`src/design/acr_pkg.sv`:
```
package acr_pkg;
   // ----------------------------------------------------------------------
   // register indices
   // ----------------------------------------------------------------------
   localparam logic [3:0] REG_BIT_SET1 = 4'h0;
   localparam logic [3:0] REG_BIT_CLR1 = 4'h1;
   localparam logic [3:0] REG_BIT_SET2 = 4'h2;
   localparam logic [3:0] REG_BIT_CLR2 = 4'h3;
   localparam logic [3:0] REG_CONTROL1 = 4'h4;
   localparam logic [3:0] REG_STATUS1 = 4'h5;
   localparam logic [3:0] REG_SINGLE_RESET = 4'h6;
   localparam logic [3:0] REG_EVENT_COUNT_LOW = 4'h7;
   localparam logic [3:0] REG_EVENT_COUNT_HIGH = 4'h8;
   localparam logic [3:0] REG_FAST_WINDOW = 4'h9;
   // ----------------------------------------------------------------------
   // field positions and reset values
   // ----------------------------------------------------------------------
   localparam int SOFT_RESET_BIT = 7;
   localparam int CLEAR_DATA_BIT = 2;
   localparam int COUNT_ALL_BIT = 14;
   localparam int RESET_SCOPE_BIT = 4;
   localparam int ST_DATA_PRESENT = 0;
   localparam int ST_CHAIN_DATA = 1;
   localparam int ST_BUSY = 2;
   localparam int ST_GLOBAL_BUSY = 3;
   localparam logic [15:0] BIT_SET1_RESET = 16'h0000;
   localparam logic [15:0] BIT_SET2_RESET = 16'h4000;
   localparam logic [15:0] CONTROL1_RESET = 16'h0000;
   localparam logic [7:0] FAST_WINDOW_RESET = 8'h10;
   localparam logic [15:0] READ_ZERO = 16'h0000;
   // ----------------------------------------------------------------------
   // sizes and timing
   // ----------------------------------------------------------------------
   localparam int COUNT_W = 24;
   localparam int COUNT_LOW_W = 16;
   localparam int PTR_W = 5;
   localparam int SYNC_W = 9;
   localparam int CLK_PERIOD_NS = 50;
   localparam int HOLDOFF_NS = 600;
   localparam int HOLDOFF_CYC = (HOLDOFF_NS + CLK_PERIOD_NS - 1) / CLK_PERIOD_NS;
   localparam logic [3:0] HOLDOFF_LOAD = 4'(HOLDOFF_CYC);
   localparam logic [3:0] HOLDOFF_ZERO = 4'h0;
   localparam logic [7:0] WINDOW_ZERO = 8'h00;
   // ----------------------------------------------------------------------
   // conversion sequencer
   // ----------------------------------------------------------------------
   typedef enum logic [1:0] {
      ACR_IDLE = 2'b00,
      ACR_CONVERT = 2'b01,
      ACR_HOLDOFF = 2'b10
   } acr_state_e;
endpackage : acr_pkg

```
`src/design/acr_control.sv`:
```
module acr_control (
   input wire logic sys_clk,
   input wire logic rstn,
   input wire logic bus_system_reset,
   input wire logic common_front_in,
   input wire logic common_start_stop_in,
   input wire logic conversion_inhibit_in,
   input wire logic fast_abort_in,
   input wire logic reset_pulse_in,
   input wire logic chain_busy_in,
   input wire logic data_present_line_in,
   input wire logic stop_scope_jumper,
   input wire logic conversion_done,
   input wire logic analog_reset_active,
   input wire logic memory_test_mode,
   input wire logic buffer_store,
   input wire logic buffer_release,
   input wire logic reg_wr,
   input wire logic reg_rd,
   input wire logic [3:0] reg_addr,
   input wire logic [15:0] reg_wdata,
   output logic [15:0] reg_rdata,
   output logic busy_out,
   output logic data_present_line_out,
   output logic data_present_line_oe_n,
   output logic conversion_start,
   output logic conversion_abort,
   output logic time_section_clear,
   output logic data_reset,
   output logic soft_reset,
   output logic [23:0] end_of_block_count,
   output logic [4:0] write_ptr,
   output logic [4:0] read_ptr,
   output logic buffer_full,
   output logic buffer_empty
);
   // ----------------------------------------------------------------------
   // input synchronisers
   // ----------------------------------------------------------------------
   logic [acr_pkg::SYNC_W-1:0] sync_a;
   logic [acr_pkg::SYNC_W-1:0] sync_b;
   logic [acr_pkg::SYNC_W-1:0] raw_in;
   logic common_q;
   logic abort_q;
   assign raw_in = {bus_system_reset, stop_scope_jumper, data_present_line_in, chain_busy_in,
                    reset_pulse_in, fast_abort_in, conversion_inhibit_in,
                    common_start_stop_in, common_front_in};

   always_ff @(posedge sys_clk or negedge rstn) begin
      if (!rstn) begin
         sync_a <= '0;
         sync_b <= '0;
      end else begin
         sync_a <= raw_in;
         sync_b <= sync_a;
      end
   end

   logic common_lvl;
   logic inhibit_s;
   logic abort_s;
   logic reset_pulse_s;
   logic chain_busy_s;
   logic chain_data_s;
   logic chain_scope_s;
   logic hw_reset_s;
   assign common_lvl = sync_b[0] | sync_b[1];
   assign inhibit_s = sync_b[2];
   assign abort_s = sync_b[3];
   assign reset_pulse_s = sync_b[4];
   assign chain_busy_s = sync_b[5];
   assign chain_data_s = sync_b[6];
   assign chain_scope_s = sync_b[7];
   assign hw_reset_s = sync_b[8];

   always_ff @(posedge sys_clk or negedge rstn) begin
      if (!rstn) begin
         common_q <= 1'b0;
         abort_q <= 1'b0;
      end else begin
         common_q <= common_lvl;
         abort_q <= abort_s;
      end
   end

   logic common_rise;
   logic abort_rise;
   assign common_rise = common_lvl & ~common_q;
   assign abort_rise = abort_s & ~abort_q;

   // ----------------------------------------------------------------------
   // configuration registers
   // ----------------------------------------------------------------------
   logic [15:0] bit_set1;
   logic [15:0] bit_set2;
   logic [15:0] control1;
   logic [7:0] fast_window;
   logic wr_set1;
   logic wr_clr1;
   logic wr_set2;
   logic wr_clr2;
   logic wr_ctrl1;
   logic wr_window;
   logic wr_single;
   assign wr_set1 = reg_wr && (reg_addr == acr_pkg::REG_BIT_SET1);
   assign wr_clr1 = reg_wr && (reg_addr == acr_pkg::REG_BIT_CLR1);
   assign wr_set2 = reg_wr && (reg_addr == acr_pkg::REG_BIT_SET2);
   assign wr_clr2 = reg_wr && (reg_addr == acr_pkg::REG_BIT_CLR2);
   assign wr_ctrl1 = reg_wr && (reg_addr == acr_pkg::REG_CONTROL1);
   assign wr_window = reg_wr && (reg_addr == acr_pkg::REG_FAST_WINDOW);
   assign wr_single = reg_wr && (reg_addr == acr_pkg::REG_SINGLE_RESET);

   // reset sources; soft reset is held off its own register so it cannot end itself
   logic pulse_soft;
   logic pulse_data;
   assign pulse_soft = reset_pulse_s & control1[acr_pkg::RESET_SCOPE_BIT];
   assign pulse_data = reset_pulse_s & ~control1[acr_pkg::RESET_SCOPE_BIT];
   assign soft_reset = bit_set1[acr_pkg::SOFT_RESET_BIT] | pulse_soft | wr_single | hw_reset_s;
   assign data_reset = soft_reset | bit_set2[acr_pkg::CLEAR_DATA_BIT] | pulse_data;

   // first bit-set register: hardware reset only
   always_ff @(posedge sys_clk or negedge rstn) begin
      if (!rstn) begin
         bit_set1 <= acr_pkg::BIT_SET1_RESET;
      end else if (hw_reset_s) begin
         bit_set1 <= acr_pkg::BIT_SET1_RESET;
      end else if (wr_set1) begin
         bit_set1 <= bit_set1 | reg_wdata;
      end else if (wr_clr1) begin
         bit_set1 <= bit_set1 & ~reg_wdata;
      end
   end

   // second bit-set register: reset to BIT_SET2_RESET by software reset too
   always_ff @(posedge sys_clk or negedge rstn) begin
      if (!rstn) begin
         bit_set2 <= acr_pkg::BIT_SET2_RESET;
      end else if (soft_reset) begin
         bit_set2 <= acr_pkg::BIT_SET2_RESET;
      end else if (wr_set2) begin
         bit_set2 <= bit_set2 | reg_wdata;
      end else if (wr_clr2) begin
         bit_set2 <= bit_set2 & ~reg_wdata;
      end
   end

   // control and window: kept across software reset so a pulse reset stays scoped
   always_ff @(posedge sys_clk or negedge rstn) begin
      if (!rstn) begin
         control1 <= acr_pkg::CONTROL1_RESET;
         fast_window <= acr_pkg::FAST_WINDOW_RESET;
      end else if (hw_reset_s) begin
         control1 <= acr_pkg::CONTROL1_RESET;
         fast_window <= acr_pkg::FAST_WINDOW_RESET;
      end else begin
         if (wr_ctrl1) begin
            control1 <= reg_wdata;
         end
         if (wr_window) begin
            fast_window <= reg_wdata[7:0];
         end
      end
   end

   // ----------------------------------------------------------------------
   // event buffer pointers
   // ----------------------------------------------------------------------
   logic last_was_write;
   logic do_write;
   logic do_read;
   assign do_write = buffer_store & ~buffer_full;
   assign do_read = buffer_release & ~buffer_empty;
   assign buffer_full = (write_ptr == read_ptr) & last_was_write;
   assign buffer_empty = (write_ptr == read_ptr) & ~last_was_write;

   always_ff @(posedge sys_clk or negedge rstn) begin
      if (!rstn) begin
         write_ptr <= '0;
         read_ptr <= '0;
         last_was_write <= 1'b0;
      end else if (data_reset) begin
         write_ptr <= '0;
         read_ptr <= '0;
         last_was_write <= 1'b0;
      end else begin
         if (do_write) begin
            write_ptr <= write_ptr + 5'h01;
         end
         if (do_read) begin
            read_ptr <= read_ptr + 5'h01;
         end
         if (do_write != do_read) begin
            last_was_write <= do_write;
         end
      end
   end

   // ----------------------------------------------------------------------
   // busy and acceptance
   // ----------------------------------------------------------------------
   acr_pkg::acr_state_e state;
   logic busy;
   logic stop_now;
   logic accepted;
   // analog reset covers our own data reset too, so busy spans all of it
   assign busy = (state != acr_pkg::ACR_IDLE) | analog_reset_active | data_reset
                 | buffer_full | memory_test_mode;
   assign stop_now = busy | (chain_scope_s & chain_busy_s);
   assign accepted = common_rise & ~inhibit_s & ~abort_s & ~stop_now;

   // ----------------------------------------------------------------------
   // conversion sequencer with fast clear window
   // ----------------------------------------------------------------------
   logic [7:0] window_cnt;
   logic [3:0] holdoff_cnt;
   logic in_window;
   assign in_window = (window_cnt != acr_pkg::WINDOW_ZERO);

   always_ff @(posedge sys_clk or negedge rstn) begin
      if (!rstn) begin
         state <= acr_pkg::ACR_IDLE;
         window_cnt <= acr_pkg::WINDOW_ZERO;
         holdoff_cnt <= acr_pkg::HOLDOFF_ZERO;
      end else if (data_reset) begin
         state <= acr_pkg::ACR_IDLE;
         window_cnt <= acr_pkg::WINDOW_ZERO;
         holdoff_cnt <= acr_pkg::HOLDOFF_ZERO;
      end else begin
         case (state)
            acr_pkg::ACR_IDLE: begin
               if (accepted) begin
                  state <= acr_pkg::ACR_CONVERT;
                  window_cnt <= fast_window;
               end
            end
            acr_pkg::ACR_CONVERT: begin
               if (abort_rise && in_window) begin
                  state <= acr_pkg::ACR_HOLDOFF;
                  holdoff_cnt <= acr_pkg::HOLDOFF_LOAD;
               end else if (conversion_done) begin
                  state <= acr_pkg::ACR_IDLE;
               end
               if (in_window) begin
                  window_cnt <= window_cnt - 8'h01;
               end
            end
            acr_pkg::ACR_HOLDOFF: begin
               // early pulses from the trigger source are refused here
               if (holdoff_cnt == acr_pkg::HOLDOFF_ZERO) begin
                  state <= acr_pkg::ACR_IDLE;
               end else begin
                  holdoff_cnt <= holdoff_cnt - 4'h1;
               end
            end
            default: begin
               state <= acr_pkg::ACR_IDLE;
            end
         endcase
      end
   end

   always_ff @(posedge sys_clk or negedge rstn) begin
      if (!rstn) begin
         conversion_start <= 1'b0;
         conversion_abort <= 1'b0;
         time_section_clear <= 1'b0;
      end else begin
         conversion_start <= (state == acr_pkg::ACR_IDLE) & accepted & ~data_reset;
         conversion_abort <= (state == acr_pkg::ACR_CONVERT) & abort_rise & in_window
                             & ~data_reset;
         time_section_clear <= data_reset | ((state == acr_pkg::ACR_CONVERT) & abort_rise
                               & in_window);
      end
   end

   // ----------------------------------------------------------------------
   // event counter
   // ----------------------------------------------------------------------
   logic [acr_pkg::COUNT_W-1:0] event_count;
   logic count_hit;
   assign count_hit = bit_set2[acr_pkg::COUNT_ALL_BIT] ? common_rise : accepted;
   assign end_of_block_count = event_count;

   always_ff @(posedge sys_clk or negedge rstn) begin
      if (!rstn) begin
         event_count <= '0;
      end else if (data_reset) begin
         event_count <= '0;
      end else if (count_hit) begin
         event_count <= event_count + 24'h000001;
      end
   end

   // ----------------------------------------------------------------------
   // pins and read back
   // ----------------------------------------------------------------------
   logic [15:0] status1;
   always_comb begin
      status1 = acr_pkg::READ_ZERO;
      status1[acr_pkg::ST_DATA_PRESENT] = ~buffer_empty;
      status1[acr_pkg::ST_CHAIN_DATA] = chain_data_s;
      status1[acr_pkg::ST_BUSY] = busy;
      status1[acr_pkg::ST_GLOBAL_BUSY] = busy | chain_busy_s;
   end

   always_ff @(posedge sys_clk or negedge rstn) begin
      if (!rstn) begin
         busy_out <= 1'b0;
         data_present_line_out <= 1'b0;
         data_present_line_oe_n <= 1'b1;
      end else begin
         busy_out <= busy;
         data_present_line_out <= ~buffer_empty;
         data_present_line_oe_n <= buffer_empty; // wired-or: drive only while asserting
      end
   end

   always_ff @(posedge sys_clk or negedge rstn) begin
      if (!rstn) begin
         reg_rdata <= acr_pkg::READ_ZERO;
      end else if (!reg_rd) begin
         reg_rdata <= acr_pkg::READ_ZERO;
      end else if (reg_addr == acr_pkg::REG_BIT_SET1) begin
         reg_rdata <= bit_set1;
      end else if (reg_addr == acr_pkg::REG_BIT_SET2) begin
         reg_rdata <= bit_set2;
      end else if (reg_addr == acr_pkg::REG_CONTROL1) begin
         reg_rdata <= control1;
      end else if (reg_addr == acr_pkg::REG_STATUS1) begin
         reg_rdata <= status1;
      end else if (reg_addr == acr_pkg::REG_EVENT_COUNT_LOW) begin
         reg_rdata <= event_count[acr_pkg::COUNT_LOW_W-1:0];
      end else if (reg_addr == acr_pkg::REG_EVENT_COUNT_HIGH) begin
         reg_rdata <= {8'h00, event_count[acr_pkg::COUNT_W-1:acr_pkg::COUNT_LOW_W]};
      end else if (reg_addr == acr_pkg::REG_FAST_WINDOW) begin
         reg_rdata <= {8'h00, fast_window};
      end else begin
         reg_rdata <= acr_pkg::READ_ZERO;
      end
   end

   // ----------------------------------------------------------------------
   // checks
   // ----------------------------------------------------------------------
   AST_COUNT_ALL: assert property (@(posedge sys_clk) disable iff (!rstn)
      (common_rise && bit_set2[acr_pkg::COUNT_ALL_BIT] && !data_reset)
      |=> event_count == $past(event_count) + 24'h000001)
      else $error("count-all mode missed a common pulse");
   AST_COUNT_ACCEPTED: assert property (@(posedge sys_clk) disable iff (!rstn)
      (!bit_set2[acr_pkg::COUNT_ALL_BIT] && !accepted && !data_reset)
      |=> event_count == $past(event_count))
      else $error("accepted-only mode counted a refused pulse");
   AST_BUSY_STATUS: assert property (@(posedge sys_clk) disable iff (!rstn)
      1'b1 |=> busy_out == $past(busy))
      else $error("busy output did not follow busy");
   AST_BUSY_ON_START: assert property (@(posedge sys_clk) disable iff (!rstn)
      conversion_start |-> busy && state == acr_pkg::ACR_CONVERT)
      else $error("conversion started without busy");
   AST_NO_START_BUSY: assert property (@(posedge sys_clk) disable iff (!rstn)
      $past(state) != acr_pkg::ACR_IDLE |-> !conversion_start)
      else $error("common pulse accepted while busy");
   AST_DATA_RESET_CLEARS: assert property (@(posedge sys_clk) disable iff (!rstn)
      data_reset |=> event_count == '0 && write_ptr == '0 && read_ptr == '0)
      else $error("data reset left counter or pointers");
   AST_SINGLE_SHOT: assert property (@(posedge sys_clk) disable iff (!rstn)
      wr_single |-> (soft_reset && data_reset) ##1 (bit_set2 == acr_pkg::BIT_SET2_RESET))
      else $error("single-shot write did not reset");
   AST_ABORT_HOLDOFF: assert property (@(posedge sys_clk) disable iff (!rstn)
      conversion_abort && !data_reset |-> time_section_clear
      ##1 (!conversion_start) [*8])
      else $error("abort did not clear or start came too soon");
   AST_INHIBIT: assert property (@(posedge sys_clk) disable iff (!rstn)
      inhibit_s |=> !conversion_start)
      else $error("conversion started under inhibit");
   AST_FULL_FLAG: assert property (@(posedge sys_clk) disable iff (!rstn)
      buffer_full |-> !buffer_empty && busy)
      else $error("full buffer not busy or also empty");
endmodule : acr_control

```
`config.mk`:
```
export PLATFORM = sky130hd
export DESIGN_NAME = acr_control
export DESIGN_NICKNAME = d
export VERILOG_FILES = /design/src/design/acr_pkg.sv /design/src/design/acr_control.sv
export SDC_FILE = /design/constraint.sdc
export NUM_CORES = 1
export LEC_CHECK = 0
export ABC_AREA = 1
export BUFFER_PORTS_ARGS = -buffer_cell sky130_fd_sc_hd__buf_2
export CORE_ASPECT_RATIO = 2
export CORE_MARGIN = 10
export CORE_UTILIZATION = 37
export CTS_CLUSTER_DIAMETER = 100
export DETAILED_ROUTE_END_ITERATION = 10
export PLACE_DENSITY = 0.61
export SYNTH_ARGS = -nofsm -noshare
export SYNTH_HDL_FRONTEND = slang
export SYNTH_SLANG_ARGS = --single-unit
```
`constraint.sdc`:
```
create_clock -name sys_clk -period 5.02 [get_ports sys_clk]
set_input_delay 1.255 -clock sys_clk [delete_from_list [all_inputs] [get_ports sys_clk]]
set_output_delay 1.255 -clock sys_clk [all_outputs]
set_load 0.005 [all_outputs]
```
== Word level (Yosys, flattened, before mapping) ==
Cells that the tools add are included.

* Bits in registers: 147
* Bits in latches: 0
* Bits in writable memories: 0
* Bits in read-only memories: 0
* Input bits: 38
* Output and inout port bits: 60
* Logic and storage cells: 158
* Memories kept: 0

* Add/subtract/negate cells: 5
* Multipliers: 0
* Divide/modulo/power cells: 0
* Magnitude comparators: 0
* Equal/unequal tests: 19
* Shift operators: 0
* Multiplexer cells: 41
* Bitwise operators: 45
* Reductions and logical operators: 26

{| class="wikitable"
|+ Operators by type and width
! kind !! number
|-
| two-way mux 16 bit || 14
|-
| two-way mux 8 bit || 7
|-
| two-way mux 24 bit || 2
|-
| AND 16 bit || 2
|-
| OR 16 bit || 2
|-
| adder 24 x 1 -> 24 bit (second input constant) || 1
|-
| two-way mux 5 bit || 4
|-
| AND 1 bit || 17
|-
| == test 4 x 3 -> 1 bit (second input constant) || 4
|-
| inverter 16 bit || 1
|-
| case mux 8 bit (2 select lines) || 1
|-
| != test 3 bit (second input constant) || 5
|-
| nonzero test 2 bit || 7
|-
| OR 1 bit || 13
|-
| two-way mux 4 bit || 3
|-
| nonzero test 3 bit || 4
|-
| adder 5 x 1 -> 5 bit (second input constant) || 2
|-
| two-way mux 2 bit || 5
|-
| inverter 1 bit || 10
|-
| AND reduction 3 bit || 3
|-
| == test 4 x 2 -> 1 bit (second input constant) || 2
|-
| == test 4 bit (second input constant) || 2
|-
| logical AND 1 bit || 8
|-
| zero test 4 bit || 2
|-
| 13 further kinds || 15
|}

== Depth between registers and ports, before layout ==
* Depth in word-level cells: 15
* Gate-level depth with buffers: 12
* Gate-level depth less buffers: 11

== Worst setup path before layout ==
OpenSTA, ideal clock, no wires.

* Kind: input port to output port
* Start: in reg_addr[2]
* End: out data_reset
* Arrival: 1.972 ns
* Data required time: 3.765 ns
* Path slack: 1.793 ns
* Stages: 5
* Path buffers: 1
* Path through: inv_1 > nor2_2 > nand3_2 > nand3_4 > buf_1

* Word-level cells in the longest chain between the ends: 6

{| class="wikitable"
|+ Ends and longest elaborated chain
! what !! RTL line !! text
|-
| start: declaration || acr_control.sv:20 || <nowiki>input wire logic [3:0] reg_addr,</nowiki>
|-
| == test 4 x 3 -> 1 bit || acr_control.sv:111 || <nowiki>assign wr_single = reg_wr && (reg_addr == acr_pkg::REG_SINGLE_RESET);</nowiki>
|-
| logical AND 1 bit || acr_control.sv:111 ||
|-
| OR 1 bit (2 in series) || acr_control.sv:118 || <nowiki>assign soft_reset = bit_set1[acr_pkg::SOFT_RESET_BIT] | pulse_soft | wr_single | hw_reset_s;</nowiki>
|-
| OR 1 bit (2 in series) || acr_control.sv:119 || <nowiki>assign data_reset = soft_reset | bit_set2[acr_pkg::CLEAR_DATA_BIT] | pulse_data;</nowiki>
|-
| end: declaration || acr_control.sv:29 || <nowiki>output logic data_reset,</nowiki>
|}

Every way passes these cells.

== Final worst setup path ==
Ends and elaborated chain as after synthesis.

==> out/summary.txt <==
===========================================================================================
Setup repair after global routing missed its margin                                      no
Final wirelength                                                                   21400 um
Gates resized, CTS repair                                                                 0
Hold-fix buffer count after cts                                                           0
Hold crit path type                                                                 reg2reg
Area of the mapped netlist                                                        7350 um^2
Die area                                                                         26300 um^2
Synthesized net count                                                                   958
Number of clock sinks                                                                   147
Data required time at the worst endpoint                                            3.76 ns
Final non-filler cell area                                                        8670 um^2
Hold path cells                                                                           0
Number of design-rule violations left by the first detailed-router iteration            294
Sequential area share after synthesis                                                 0.501
Achievable frequency                                                              0.284 GHz
Reg-to-Reg End                                                                 bit_set2[14]$_DFFE_PN1P_
Pin count of the biggest net entering global routing                                     94
Post-synth EDFFs                                                                          0
IO buf count                                                                             97
Actual slew at the worst max-slew pin                                              0.923 ns
Number of cells traversed by the worst register-to-register path                         10
Die Ht                                                                               219 um
Cell with the biggest individual delay on the critical path                         nand3_4
Core utilization of the finished layout                                               0.446
Most prevalent standard cell on the critical path                                     buf_2
Headroom to the max-slew limit                                                        0.384
Cell count after synthesis                                                              914
Overflow left after global routing                                                        0
Clock tree from TritonCTS                                                              done
Source of the worst register-to-register timing path                           sync_b[8]$_DFF_PN0_
Share of Yosys cell area claimed by the top area cell type                            0.490
Vias in the first global route                                                         6698
Antenna diodes                                                                            0
Min Hold Slack                                                                     0.347 ns
Stage delay of the slowest cell on the critical path                                0.32 ns
Maximum level of the CTS H-tree                                                           4
Biggest area consumer among synthesized cells                                       dfrtp_1
Critical Path Fanout Max                                                                 24
Share of synthesized flip-flops with an asynchronous set or reset                      1.00
Mean Syn Cell Area                                                                8.05 um^2
Worst setup path start                                                          reg_addr[2]
TritonCTS Buffers                                                                        17
Worst Slack Setup Final                                                             1.49 ns
Most used cells in the layout excluding fill and tap cells                     nand2_1, dfrtp_1, inv_1
Run status                                                                     finished, final reports clean
Worst path bufs/invs                                                                      3
Final period utilization                                                              0.702
Total global-route track usage                                                        0.167
DRC violations left                                                                       0
Buffer count from post-CTS setup fixing                                                   0
Starting utilization of the core area                                                 0.378
Worst skew pair latency                                                             0.43 ns
Primary flip-flop cell chosen by synthesis mapping                                  dfrtp_1
Worst slack at placement                                                            1.51 ns
GP Congestion                                                                         0.945
Rows                                                                                     72
Leakage Power                                                                       4.23 nW
Maximum vdd ir drop                                                                0.179 mV
Critical path arrival                                                               2.27 ns
I/O pins                                                                                 98
Worst setup path endpoint                                                        data_reset
Die outline width                                                                    120 um
Most common cell after layout, fill and taps aside                                  nand2_1
# nets final                                                                           1051
Total stage count of the critical path                                                    6
Startpoint type of the worst setup path                                        primary input
Ordered cell list for the critical path                                        buf_2 > inv_1 > nor2_2 > nand3_2 > nand3_4 > buf_2
Clock edge transition at the registers on the reported setup and hold paths         0.06 ns
Syn. warnings                                                                             0
Max clock buf depth                                                                       2
Max-capacitance violation count                                                           0
Synth top area cells                                                           dfrtp_1, nand2_1, inv_1, nor2_1, o21ai_0
Critical path start-end classification                                               in2out
Global-route wire length before repair                                             35000 um
Max-slew violation total from the final report                                            0
Final Hold Fails                                                                          0
Vias per Instance                                                                      5.09
Final period demand of the worst path                                               3.53 ns
Internal reg-to-reg setup slack                                                     2.37 ns
Overall power after layout                                                          2.88 mW
Area delta synth->final                                                               18.0%
Routed wirelength normalized by instance count                                      16.7 um
Category of the worst setup path capture point                                  output port
#FFs+latches synth                                                                      147
Core area                                                                        19500 um^2
Fraction of layout instances using a drive strength above 1                           0.157
Standard cell area after detailed placement                                       8090 um^2
Synth unique cells                                                                       44
Cells after DPL                                                                        1247
Total number of vias                                                                   6510
Final antenna-violating net count                                                         0
Layout Skew                                                                       0.0118 ns
HPWL Detailed                                                                      16300 um
Cell family with the largest share of critical-path delay                      simple AND/OR/NAND/NOR gates
Detailed Routing Iterations Pass 1                                                        5
Finish-stage setup viols                                                                  0
Clock root buffer master                                                          clkbuf_16
Total power divided by cell area                                                332 nW/um^2
Antenna violations before repair                                                          0
Final Instance Count excl. Fillers                                                     1279
Final setup TNS                                                                        0 ns
===========================================================================================
==> worst min path at each step <==
stage               slack (ns)                   to                 from
global placement          0.33  sync_b[5]$_DFF_PN0_  sync_a[5]$_DFF_PN0_
finish                    0.35  sync_b[3]$_DFF_PN0_  sync_a[3]$_DFF_PN0_
global route              0.35  sync_b[4]$_DFF_PN0_  sync_a[4]$_DFF_PN0_
CTS                       0.35  sync_b[4]$_DFF_PN0_  sync_a[4]$_DFF_PN0_
detailed placement        0.34  sync_b[7]$_DFF_PN0_  sync_a[7]$_DFF_PN0_
floorplan                 0.33  sync_b[0]$_DFF_PN0_  sync_a[0]$_DFF_PN0_
==> logic make-up after synthesis <==
kind of cell	count (synthesis)	synth area share
xor gates and xnor gates	17	0.0202
and+or+nand+nor	370	0.218
buffers and inverters	155	0.0832
DFF	147	0.501
muxes	2	0.00306
adders and majority gates	6	0.0102
AOI/OAI and AO/OA	217	0.164
==> synth_stat cells, types with 5 or more instances <==
master      n
o21ai_0    79
nor2_1    113
nand2_1   165
o22ai_1    24
inv_1     119
o211ai_1   18
a21oi_1    78
clkbuf_1   17
xor2_1     15
nand4_1    14
a31oi_1     5
dfrtp_1   144
nor3_1     10
ha_1        6
buf_2       7
nand3_1    48
==> power by group <==
group          internal, mW  switching [mW]  total (mW)
logic                 0.101           0.223       0.325
clock network         0.737           0.531        1.27
registers              1.25          0.0339        1.29
total                  2.09           0.788        2.88
==> cell type report <==
class | instances | area, um^2
Sequential cell | 147 | 3680
Timing Repair Buffer | 103 | 549
Multi-Input combinational cell | 612 | 3060
Tap cell | 259 | 324
Clock buffer | 18 | 429
Clock inverter | 14 | 154
Fill cell | 2023 | 10800
Inverter | 126 | 475
==> metal layers <==
layer	share of wire	up-vias	routed length [um]	global-route usage
li1	-	3199	-	-
met1	0.38	3096	8050	0.174
met4	0.038	0	803	0.0873
met5	0	-	0	0
met2	0.54	173	11500	0.307
met3	0.046	42	987	0.0321
==> registers in the layout (all words and copies together), names as in the netlist, 8 cells and up <==
name and flops:
bit_set1 16, bit_set2 16, control1 16, end_of_block_count 24, fast_window 8, reg_rdata 16
sync_a 9, sync_b 9, window_cnt 8
==> worst register-to-register path, delay by kind of cell (launching register included) <==
kind	cells	cell delay, ns
simple gates	2	0.43
buf+inv	5	1.11
compound gates	3	0.72
flops	1	0.32
No activity file was read; power rests on OpenSTA's default activity.
